$ cat src/protect_cfg.svh
// Offsets, bit positions and reset values of the protection register pair
`ifndef PROTECT_CFG_SVH
`define PROTECT_CFG_SVH

`define PROT_CTL_ADDR 8'hC3
`define PROT_STS_ADDR 8'hC4
`define PROT_CTL_RESET 8'h00
`define PROT_STS_RESET 8'h00

`define CTL_PROT_RESET_BIT 7
`define CTL_LIST_OK_BIT 5
`define CTL_RX_KEY_OK_BIT 4
`define CTL_CIPHER_OFF_BIT 3
`define CTL_CIPHER_ON_BIT 2
`define CTL_AUTH_STOP_BIT 1
`define CTL_AUTH_START_BIT 0

`define STS_SIDE_ERR_BIT 7
`define STS_REMOTE_IRQ_BIT 6
`define STS_REMOTE_LOCK_BIT 5
`define STS_LIST_READY_BIT 2
`define STS_RX_KEY_READY_BIT 1
`define STS_AUTH_DONE_BIT 0

`define CIPHER_POLICY_ALWAYS 2'h3

`endif

$ cat src/protect_pkg.sv
// Types shared by the protection control and status logic
`default_nettype none
package protect_pkg;
  typedef enum logic [1:0] {
    VIDEO_PLAIN,
    VIDEO_ENCRYPTED,
    VIDEO_BLUE_SCREEN
  } video_mode_t;
endpackage : protect_pkg
`default_nettype wire

$ cat src/content_protect_ctl_status.sv
// Protection control and status register pair with its request and flag logic
// Summary of operation
// - Writing one to control bit 7 resets the transmitter, stops authentication; self-clears.
// - Host approves repeater key list via bit 5; authentication completes; bit self-clears.
// - Host approves receiver key via bit 4; writing zero does nothing.
// - Receiver-key-approved bit clears when receiver-key-ready flag is asserted.
// - Writing one to bit 3 sends video unencrypted except under always-encrypt policy, keeps authentication; self-clears.
// - With bit 2 set: encrypted video if authenticated, else blue screen.
// - With encryption-on bit clear, video is sent unencrypted.
// - Under always-encrypt policy the encryption-on bit is read-only and reads one.
// - Writing one to bit 1 disables authentication; bit self-clears.
// - Writing one to bit 0 enables or restarts authentication; zero does nothing.
// - Reading bit 0 returns current authentication-enabled state.
// - Status bit 7 sets on side-channel error, clears when status is read.
// - Status bit 6 shows remote interrupt level, active low.
// - Status bit 5 shows remote receiver lock to serial data.
// - Receiver-key-ready flag sets after key read; clears when host approves key.
// - Key-list-ready flag sets when list available; clears when host approves list.
// - Authentication-done flag clears on lost authentication or restart.
`timescale 1ns/1ns
`default_nettype none
`include "protect_cfg.svh"

module content_protect_ctl_status
  import protect_pkg::*;
(
  input wire logic clk_sys_in,
  input wire logic reset_n_in,
  input wire logic [7:0] reg_addr_in,
  input wire logic reg_wr_in,
  input wire logic [7:0] reg_wdata_in,
  input wire logic reg_rd_in,
  output logic [7:0] reg_rdata_out,
  input wire logic [1:0] cipher_policy_in,
  input wire logic side_channel_error_in,
  input wire logic remote_irq_input_in,
  input wire logic remote_lock_seen_in,
  input wire logic receiver_key_ready_in,
  input wire logic key_list_ready_in,
  input wire logic auth_pass_in,
  input wire logic auth_lost_in,
  output logic protection_reset_out,
  output logic key_list_approved_out,
  output logic receiver_key_approved_out,
  output logic cipher_off_pulse_out,
  output logic auth_stop_out,
  output logic auth_start_out,
  output logic auth_enable_out,
  output video_mode_t video_mode_out
);

  // ------------------------------------------------------------
  // Link-side status synchronisers
  // ------------------------------------------------------------
  logic [1:0] link_meta_q;
  logic [1:0] link_sync_q;

  always_ff @(posedge clk_sys_in or negedge reset_n_in)
  begin
    if (!reset_n_in)
    begin
      link_meta_q <= 2'h0;
      link_sync_q <= 2'h0;
    end
    else
    begin
      link_meta_q <= {remote_irq_input_in, remote_lock_seen_in};
      link_sync_q <= link_meta_q;
    end
  end

  // ------------------------------------------------------------
  // Access decode
  // ------------------------------------------------------------
  wire ctl_wr = reg_wr_in && (reg_addr_in == `PROT_CTL_ADDR);
  wire sts_rd = reg_rd_in && (reg_addr_in == `PROT_STS_ADDR);
  wire ctl_rd = reg_rd_in && (reg_addr_in == `PROT_CTL_ADDR);
  wire wr_reset = ctl_wr && reg_wdata_in[`CTL_PROT_RESET_BIT];
  wire wr_list_ok = ctl_wr && reg_wdata_in[`CTL_LIST_OK_BIT];
  wire wr_key_ok = ctl_wr && reg_wdata_in[`CTL_RX_KEY_OK_BIT];
  wire wr_cipher_off = ctl_wr && reg_wdata_in[`CTL_CIPHER_OFF_BIT];
  wire wr_stop = ctl_wr && reg_wdata_in[`CTL_AUTH_STOP_BIT];
  wire wr_start = ctl_wr && reg_wdata_in[`CTL_AUTH_START_BIT];
  wire policy_always = (cipher_policy_in == `CIPHER_POLICY_ALWAYS);

  // ------------------------------------------------------------
  // Control state
  // ------------------------------------------------------------
  logic auth_en_q;
  logic auth_en_d;
  logic cipher_on_q;
  logic cipher_on_d;
  logic key_ok_q;
  logic key_ok_d;
  logic key_ready_q;
  logic side_err_q;
  logic key_rdy_flag_q;
  logic list_rdy_flag_q;
  logic auth_done_q;

  // Stop and reset override a start in the same write
  assign auth_en_d = (wr_reset || wr_stop) ? 1'b0 : (wr_start ? 1'b1 : auth_en_q);
  // Cipher-off turns encryption off but leaves authentication untouched
  assign cipher_on_d = ctl_wr && !wr_cipher_off ?
                       reg_wdata_in[`CTL_CIPHER_ON_BIT] :
                       (wr_cipher_off ? 1'b0 : cipher_on_q);
  wire cipher_on_eff = cipher_on_q || policy_always;
  wire key_ready_rise = receiver_key_ready_in && !key_ready_q;
  // Rising ready means a fresh key, so any stale approval is dropped
  assign key_ok_d = key_ready_rise ? 1'b0 : (wr_key_ok ? 1'b1 : key_ok_q);

  wire [7:0] ctl_view = {2'h0, 1'b0, key_ok_q, 1'b0, cipher_on_eff, 1'b0, auth_en_q};
  wire [7:0] sts_view = {side_err_q, link_sync_q[1], link_sync_q[0], 2'h0,
                         list_rdy_flag_q, key_rdy_flag_q, auth_done_q};
  wire [7:0] rd_mux = ctl_rd ? ctl_view : (sts_rd ? sts_view : 8'h00);
  wire video_mode_t mode_d = !cipher_on_eff ? VIDEO_PLAIN :
                             (auth_done_q ? VIDEO_ENCRYPTED : VIDEO_BLUE_SCREEN);

  always_ff @(posedge clk_sys_in or negedge reset_n_in)
  begin
    if (!reset_n_in)
    begin
      auth_en_q <= 1'b0;
      cipher_on_q <= 1'b0;
      key_ok_q <= 1'b0;
      key_ready_q <= 1'b0;
    end
    else
    begin
      auth_en_q <= auth_en_d;
      cipher_on_q <= cipher_on_d;
      key_ok_q <= key_ok_d;
      key_ready_q <= receiver_key_ready_in;
    end
  end

  // ------------------------------------------------------------
  // Status flags: a new event wins over a same-cycle clear
  // ------------------------------------------------------------
  always_ff @(posedge clk_sys_in or negedge reset_n_in)
  begin
    if (!reset_n_in)
    begin
      side_err_q <= 1'b0;
      key_rdy_flag_q <= 1'b0;
      list_rdy_flag_q <= 1'b0;
      auth_done_q <= 1'b0;
    end
    else
    begin
      side_err_q <= side_channel_error_in || (side_err_q && !sts_rd);
      key_rdy_flag_q <= key_ready_rise || (key_rdy_flag_q && !wr_key_ok && !wr_reset);
      list_rdy_flag_q <= key_list_ready_in ||
                         (list_rdy_flag_q && !wr_list_ok && !wr_reset);
      auth_done_q <= auth_pass_in ||
                     (auth_done_q && !auth_lost_in && !wr_start && !wr_stop && !wr_reset);
    end
  end

  // ------------------------------------------------------------
  // Registered outputs
  // ------------------------------------------------------------
  always_ff @(posedge clk_sys_in or negedge reset_n_in)
  begin
    if (!reset_n_in)
    begin
      reg_rdata_out <= `PROT_STS_RESET;
      protection_reset_out <= 1'b0;
      key_list_approved_out <= 1'b0;
      receiver_key_approved_out <= 1'b0;
      cipher_off_pulse_out <= 1'b0;
      auth_stop_out <= 1'b0;
      auth_start_out <= 1'b0;
      auth_enable_out <= 1'b0;
      video_mode_out <= VIDEO_PLAIN;
    end
    else
    begin
      if (reg_rd_in)
        reg_rdata_out <= rd_mux;
      protection_reset_out <= wr_reset;
      key_list_approved_out <= wr_list_ok;
      receiver_key_approved_out <= key_ok_d;
      cipher_off_pulse_out <= wr_cipher_off;
      auth_stop_out <= wr_stop;
      auth_start_out <= wr_start && !wr_stop && !wr_reset;
      auth_enable_out <= auth_en_d;
      video_mode_out <= mode_d;
    end
  end

  // ------------------------------------------------------------
  // Assertions
  // ------------------------------------------------------------
  property p_reset_pulse;
    @(posedge clk_sys_in) disable iff (!reset_n_in)
    wr_reset |=> protection_reset_out ##1 (!protection_reset_out || $past(wr_reset));
  endproperty
  a_reset_pulse: assert property (p_reset_pulse) else $error("reset pulse wrong");

  property p_reset_stops_auth;
    @(posedge clk_sys_in) disable iff (!reset_n_in)
    wr_reset |=> !auth_enable_out && !auth_en_q;
  endproperty
  a_reset_stops_auth: assert property (p_reset_stops_auth) else $error("reset kept auth");

  property p_list_clears_flag;
    @(posedge clk_sys_in) disable iff (!reset_n_in)
    (wr_list_ok && !key_list_ready_in) |=> !list_rdy_flag_q && key_list_approved_out;
  endproperty
  a_list_clears_flag: assert property (p_list_clears_flag) else $error("list flag held");

  property p_key_ok_drop;
    @(posedge clk_sys_in) disable iff (!reset_n_in)
    key_ready_rise |=> !receiver_key_approved_out && !key_ok_q;
  endproperty
  a_key_ok_drop: assert property (p_key_ok_drop) else $error("key approval held");

  property p_stop;
    @(posedge clk_sys_in) disable iff (!reset_n_in)
    wr_stop |=> (auth_stop_out && !auth_enable_out) ##1 (!auth_stop_out || $past(wr_stop));
  endproperty
  a_stop: assert property (p_stop) else $error("stop wrong");

  property p_start;
    @(posedge clk_sys_in) disable iff (!reset_n_in)
    (wr_start && !wr_stop && !wr_reset) |=> auth_enable_out && auth_start_out &&
      (!auth_done_q || $past(auth_pass_in));
  endproperty
  a_start: assert property (p_start) else $error("start wrong");

  property p_read_enable;
    @(posedge clk_sys_in) disable iff (!reset_n_in)
    ctl_rd |=> reg_rdata_out[`CTL_AUTH_START_BIT] == $past(auth_en_q)
      && reg_rdata_out[`CTL_AUTH_STOP_BIT] == 1'b0;
  endproperty
  a_read_enable: assert property (p_read_enable) else $error("enable readback wrong");

  property p_always_on;
    @(posedge clk_sys_in) disable iff (!reset_n_in)
    (ctl_rd && policy_always) |=> reg_rdata_out[`CTL_CIPHER_ON_BIT];
  endproperty
  a_always_on: assert property (p_always_on) else $error("always policy read zero");

  property p_err_clear;
    @(posedge clk_sys_in) disable iff (!reset_n_in)
    (sts_rd && side_err_q && !side_channel_error_in) |=>
      reg_rdata_out[`STS_SIDE_ERR_BIT] && !side_err_q;
  endproperty
  a_err_clear: assert property (p_err_clear) else $error("error flag not cleared");

  property p_video;
    @(posedge clk_sys_in) disable iff (!reset_n_in)
    !cipher_on_eff ##1 !cipher_on_eff [*2] |-> video_mode_out == VIDEO_PLAIN;
  endproperty
  a_video: assert property (p_video) else $error("plain video expected");

  property p_blue;
    @(posedge clk_sys_in) disable iff (!reset_n_in)
    (cipher_on_eff && !auth_done_q) |=> video_mode_out == VIDEO_BLUE_SCREEN;
  endproperty
  a_blue: assert property (p_blue) else $error("blue screen expected");

endmodule : content_protect_ctl_status
`default_nettype wire

$ cat config.mk
export PLATFORM = sky130hd
export DESIGN_NAME = content_protect_ctl_status
export DESIGN_NICKNAME = d
export VERILOG_FILES = /design/src/protect_pkg.sv /design/src/content_protect_ctl_status.sv
export VERILOG_INCLUDE_DIRS = /design/src
export SDC_FILE = /design/constraint.sdc
export NUM_CORES = 1
export LEC_CHECK = 0
export CORE_ASPECT_RATIO = 1.75
export CORE_UTILIZATION = 39
export CTS_BUF_LIST = sky130_fd_sc_hd__clkbuf_16
export DETAILED_ROUTE_END_ITERATION = 10
export DONT_BUFFER_PORTS = 1
export GPL_TIMING_DRIVEN = 0
export SLEW_MARGIN = 10
export SYNTH_ARGS = -nofsm -noshare
export SYNTH_HDL_FRONTEND = slang
export SYNTH_SLANG_ARGS = --single-unit
$ cat constraint.sdc
create_clock -name clk_sys_in -period 3.45 [get_ports clk_sys_in]
set_clock_uncertainty 0.15 [all_clocks]
set_input_delay 0.8625 -clock clk_sys_in [delete_from_list [all_inputs] [get_ports clk_sys_in]]
set_output_delay 0.8625 -clock clk_sys_in [all_outputs]
set_load 0.01 [all_outputs]
# After elaboration in Yosys (flattened, before gate mapping)
# Index checks and enable logic that the tools add are counted.
# word_totals
ff_bits	27
inputBits	29
elab_cells	70
out_inout_bits	17
# op_classes
mux	10
reduce_logical	40
eq_ne	3
# op_table
op	n
logical AND 1 bit	22
== test 8 bit (second input constant)	2
2-to-1 mux 8 bit	2
logical NOT 1 bit	9
logical OR 1 bit	6
2-to-1 mux 1 bit	6
nonzero test 2 bit	3
2-to-1 mux 2 bit	2
== test 2 bit (second input constant)	1

# Longest topological paths before layout
# Gate-level depths: netlist of run 1.
# logic_depth
ltp_word	8
ltp_mapped	4
ltp_nobuf	3

# Worst setup path before layout of run 1
# No wires, ideal clock.
# synth_timing
path_kind	in2reg
start	in reg_addr_in[4]
end	reg cipher_on_q
arrival_time_ns	1.620
slack_ns	1.555
required_time_ns	3.175
n_path_buf	1
cell_stages	4
path_cell_list	and4bb_1 buf_6 nand3_4 mux2_4
# synth_between
elab_chain_len	6
# synth_rtl
item	line_no	text
from (decl)	content_protect_ctl_status.sv:29	input wire logic [7:0] reg_addr_in,
== test 8 bit (no line) *	-	
logical AND 1 bit *	content_protect_ctl_status.sv:75	wire ctl_wr = reg_wr_in && (reg_addr_in == `PROT_CTL_ADDR);
logical AND 1 bit	content_protect_ctl_status.sv:81	wire wr_cipher_off = ctl_wr && reg_wdata_in[`CTL_CIPHER_OFF_BIT];
logical NOT 1 bit	content_protect_ctl_status.sv:104	assign cipher_on_d = ctl_wr && !wr_cipher_off ?
logical AND 1 bit	content_protect_ctl_status.sv:104	
2-to-1 mux 1 bit or nonzero test 2 bit (tied branches)	-	
to (signal assigned)	content_protect_ctl_status.sv:131	cipher_on_q <= cipher_on_d;
to (decl)	content_protect_ctl_status.sv:91	logic cipher_on_q;
# Every way passes the cells marked *; elsewhere a longest branch is shown, timed or not.
# A chain may end at the register's enable or synchronous reset.

# Worst setup path in the final report of run 1
# layout_timing
start	reg auth_enable_out
end	out auth_enable_out
# layout_lines
item	line_no	text
from (decl)	content_protect_ctl_status.sv:48	output logic auth_enable_out,
from (signal assigned)	content_protect_ctl_status.sv:187	auth_enable_out <= auth_en_d;
# No word-level cell between the ends.

==> results.md, run 1 <==
* Status: finished, final reports clean
* Post-synthesis sequential area ratio at 0.6341
* Die X at 40.77 um
* Routed vias at 617
* Crit path DAT at 690 ps
* 1st-iter DRT viols at 4
* Setup violators final at 0
* Post-route cell area at 1134 sq um
* Peak Freq at 587.9 MHz
* Final hold slack at 150.2 ps
* Vias in the first global route at 631
* Minimum clock period at 1701 ps
* Max Buffers Root-to-Sink at 2
* Initial Utilization at 0.4116
* DRC Markers at 0
* Yosys top cell by area: dfrtp_1
* Dpl hpwl at 1.485 mm
* Detail Route Antenna Nets at 0
* # IOs at 46
* Synthesized area at 1026 sq um
* CTS resizes at 0
* Top post-synthesis cells by count: dfrtp_1, inv_1
* GPL Wtd Cong at 0.7514
* Yosys cell types at 30
* Hold bufs inserted after CTS at 0
* Crit Path Class: reg -> out
* Num CTS Buffers at 3
* Row cnt at 24
* Number of flops mapped to enable cells by yosys at 0
* Post-Synthesis Cells at 78
* Ys async rst share at 1.000
* Largest net degree at the start of global routing at 27
* Clk sinks at 26
* Critical path capture point type: output pin
* Setup TNS at 0 ps
* Routed len/inst at 17.47 um
* Drt total wl at 1.869 mm
* Initial antenna violation count at 0
* Peak VDD IR at 0.1874 mV
* IO buf count at 0
* Area Growth Syn to Fin at 10.49%
* Hold Vio Cnt, Final at 0
* Nets at 112
* Area after DPL at 1059 sq um
* Power Dens Cells at 509.1 nW/um^2
* Post-Layout Cell Count at 107
* Synth top area share at 0.6341
* Postcts setup bufs at 0
* Crit Path Max Fanout at 3
* Leak at 0.5387 nW
* Number of diodes at 0
* Clock H-tree levels at 1
* Count leader, synth: dfrtp_1
* CTS tree: yes
* Die Span Y at 69.85 um
* Grt ovf at 0
* CP Launch Type: register
* Worst Path Required at 2440 ps
* Core Region at 2492 sq um
* Net Count, Synth at 107
* Pre-CTS worst setup slack at 1510 ps
* Total die area at 2848 sq um
* Area contributors post-synth: dfrtp_1, a22o_1, inv_1
* Ys flop type: dfrtp_1
* Cells after DPL at 104
* RSZ-0062 raised after global routing: false
* First-pass GRT wire length at 2.849 mm
* Gr usage total at 0.1446
* Share of cells above drive strength 1 at 0.1481
* Hold WC Path Type: in -> async
* Slew Viols, Final at 0
* Maxcap violations at 0
* TritonRoute pass-1 iters at 4
* CTS root buffer: clkbuf_16
* Worst-Skew Late Latency at 250 ps
* Yosys warning total at 0
* Flops & latches, synth at 26
* Synthesized area per cell at 13.15 sq um
* Crit share post-route at 0.4930
* Via density at 5.766
* Setup ws final at 1749 ps
* Clock slew at reported path FFs at 60 ps
stage by stage:
step           power (mW)  utilization
4_1_cts            0.5841       0.4548
6_report           0.5771       0.4548
3_3_place_gp       0.3390       0.4247
3_5_place_dp       0.3398       0.4247
2_1_floorplan      0.3362            -
5_1_grt            0.5992       0.4548
state kept, by name, indices dropped and copies added (netlist names), 2 cells and up:
register,cells
video_mode_out,2
reg_rdata_out,7
link_sync_q,2
link_meta_q,2
power by group:
group / switching (mW) / internal [mW] / leakage (nW)
logic: 0.00771 / 0.00869 / 0.176
registers: 0.00552 / 0.312 / 0.325
clock network: 0.0900 / 0.153 / 0.0370
cell families (layout without fill, tap and decap cells):
kind of cell,Yosys count,in the layout,share of synthesized area
DFF,26,26,0.6341
and+or+nand+nor,25,25,0.1829
AOI/OAI and AO/OA,16,16,0.1207
buffers and inverters,9,12,0.04391
other,1,1,0.003655
muxes,1,1,0.01463
metal layers:
metal | up-vias | track usage | share of wire | wire length [um]
met5 | - | 0 | 0 | 0
met4 | 0 | 0.08148 | 0.024 | 44
met3 | 4 | 0.05079 | 0.078 | 145
met2 | 32 | 0.2187 | 0.52 | 965
met1 | 293 | 0.1663 | 0.38 | 713
li1 | 288 | - | - | -
path summary, 6_finish.rpt:
kind	start	end	slack [ps]	cells past startpoint
setup / recovery	auth_enable_out	auth_enable_out	1750	0
hold / removal	reset_n_in	reg_rdata_out[2]	150	0
setup reg to reg	cipher_on_q	reg_rdata_out[2]	2200	3
hold reg to reg	link_meta_q[1]	link_sync_q[1]	210	0
max in group asynchronous	reset_n_in	key_ready_q	2920	0
min in group clk_sys_in	link_meta_q[1]	link_sync_q[1]	210	0
layout make-up:
cell class                      count  area, sq um
Fill cell                         233         1359
Sequential cell                    26        650.6
Multi-Input combinational cell     43        330.3
Clock buffer                        3        75.07
Tap cell                           26        32.53
Inverter                            7        26.28
Buffer                              2        18.77
cell usage in the layout, fill, tap and decap left out, types with 2 or more instances in the layout:
master / instances
a22o_1: 4
a221o_1: 2
nor2_1: 4
dfrtp_1: 26
and3_1: 4
inv_1: 7
nand4_1: 4
a21oi_1: 3
clkbuf_16: 3
nor3b_1: 2
nor2b_1: 2
(Power assumes the default switching activity.)
==> inputs of run 2 (changes only) <==
==> constraint.sdc (replaced) <==
create_clock -name clk_sys_in -period 1.77 [get_ports clk_sys_in]
set_clock_uncertainty 0.15 [all_clocks]
set_input_delay 0.4425 -clock clk_sys_in [delete_from_list [all_inputs] [get_ports clk_sys_in]]
set_output_delay 0.4425 -clock clk_sys_in [all_outputs]
set_load 0.01 [all_outputs]
==> results.md, run 2 (synthesis gave the netlist of run 1 again) <==
* Hold Vio Cnt, Final at 0
* Status: finished, final reports clean
* GPL Wtd Cong at 0.7514
* IO buf count at 0
* Postcts setup bufs at 0
* Die X at 40.77 um
* # IOs at 46
* Core Region at 2492 sq um
* Drt total wl at 1.888 mm
* Net Sw Power at 212.3 uW
* Worst-Skew Late Latency at 250 ps
* Peak Freq at 781.3 MHz
* Hold bufs inserted after CTS at 2
* Overall Power at 1.142 mW
* CTS resizes at 0
* Max Buffers Root-to-Sink at 2
* Num CTS Buffers at 3
* Leak at 0.5522 nW
* Detail Route Antenna Nets at 0
* Crit share post-route at 0.7232
* Via density at 5.743
* Clk sinks at 26
* Dpl hpwl at 1.485 mm
* Critical path capture point type: output pin
* Routed vias at 626
* Routed len/inst at 17.32 um
* Power Dens Cells at 981.2 nW/um^2
* Initial antenna violation count at 0
* Die Span Y at 69.85 um
* Slew Viols, Final at 0
* Sequential fraction of design power at 0.542
* Clock share of power at 0.414
* 1st-iter DRT viols at 4
* Vias in the first global route at 644
* Crit Path Max Fanout at 3
* RSZ-0062 raised after global routing: false
* Switching Share at 0.1860
* Crit path DAT at 690 ps
* Peak VDD IR at 0.3653 mV
* Row cnt at 24
* First-pass GRT wire length at 2.856 mm
* Most common cell after layout, fill and taps aside: dfrtp_1
* Largest Register: reg_rdata_out
* Cells after DPL at 104
* Post-Layout Cell Count at 109
* Initial Utilization at 0.4116
* Share of cells above drive strength 1 at 0.1566
* CTS root buffer: clkbuf_16
* Finished Core Util at 0.4669
* Fillers at 230
* Final hold slack at 64.28 ps
* Most frequent cells in the layout: dfrtp_1, inv_1
* Setup violators final at 0
* Gr usage total at 0.1446
* CP Launch Type: register
* CTS tree: yes
* Minimum clock period at 1280 ps
* DRC Markers at 0
* TritonRoute pass-1 iters at 4
* Clock slew at reported path FFs at 60 ps
* Pint at 929.4 uW
* Setup TNS at 0 ps
* Max reg flops at 7
* Maxcap violations at 0
* Total die area at 2848 sq um
* Comb power frac at 0.043
* Hold WC Path Type: in -> reg
* Nets at 114
* Area Growth Syn to Fin at 13.42%
* Worst Path Required at 1180 ps
* Crit Path Class: reg -> out
* Clock H-tree levels at 1
* Number of diodes at 0
* Largest net degree at the start of global routing at 27
* Grt ovf at 0
[run 2: changes by cell type in the layout (fill, tap and decap cells not counted)]
cell and change:
dlygate4sd3_1 +1, buf_12 +1
[run 2: area by class of cell]
class                           instances  area [sq um]  share of cell area
Buffer                                  2         18.77             0.01613
Clock buffer                            3         75.07             0.06452
Inverter                                7         26.28             0.02258
Multi-Input combinational cell         43         330.3              0.2839
Sequential cell                        26         650.6              0.5591
Tap cell                               26         32.53             0.02796
Timing Repair Buffer                    2         30.03             0.02581
[run 2: routing by layer]
layer | share of wire | routed length, um | track usage | up-vias
met3 | 0.073 | 138 | 0.05079 | 4
met1 | 0.38 | 725 | 0.1600 | 298
li1 | - | - | - | 292
met4 | 0.023 | 44 | 0.08148 | 0
met5 | 0 | 0 | 0 | -
met2 | 0.52 | 979 | 0.2240 | 32
[run 2: per-stage QoR]
stage | setup WS, ps | instance area [sq um]
floorplan | 294.6 | 1026
global placement | 247.6 | 1059
detailed placement | 250.0 | 1059
CTS | 480.4 | 1164
global route | 427.1 | 1164
finish | 490.0 | 1164
[run 2: path summary, 6_finish.rpt]
check / from / to / slack (ps) / cells past startpoint
worst max-delay path: auth_enable_out / auth_enable_out / 490 / 0
worst min-delay path: remote_lock_seen_in / link_meta_q[0] / 60 / 0
worst max register to register: cipher_on_q / reg_rdata_out[2] / 520 / 3
worst min register to register: link_meta_q[1] / link_sync_q[1] / 210 / 0
max in group asynchronous: reset_n_in / reg_rdata_out[7] / 860 / 2
min in group asynchronous: reset_n_in / key_list_approved_out / 470 / 2
[run 2: power by group through the flow]
stage	Sequential, mW	Combinational (mW)	Clock [mW]
2_1_floorplan	0.627	0.0281	0
3_3_place_gp	0.629	0.0313	0
3_5_place_dp	0.630	0.0321	0
4_1_cts	0.619	0.0510	0.487
5_1_grt	0.620	0.0563	0.511
6_report	0.619	0.0496	0.473
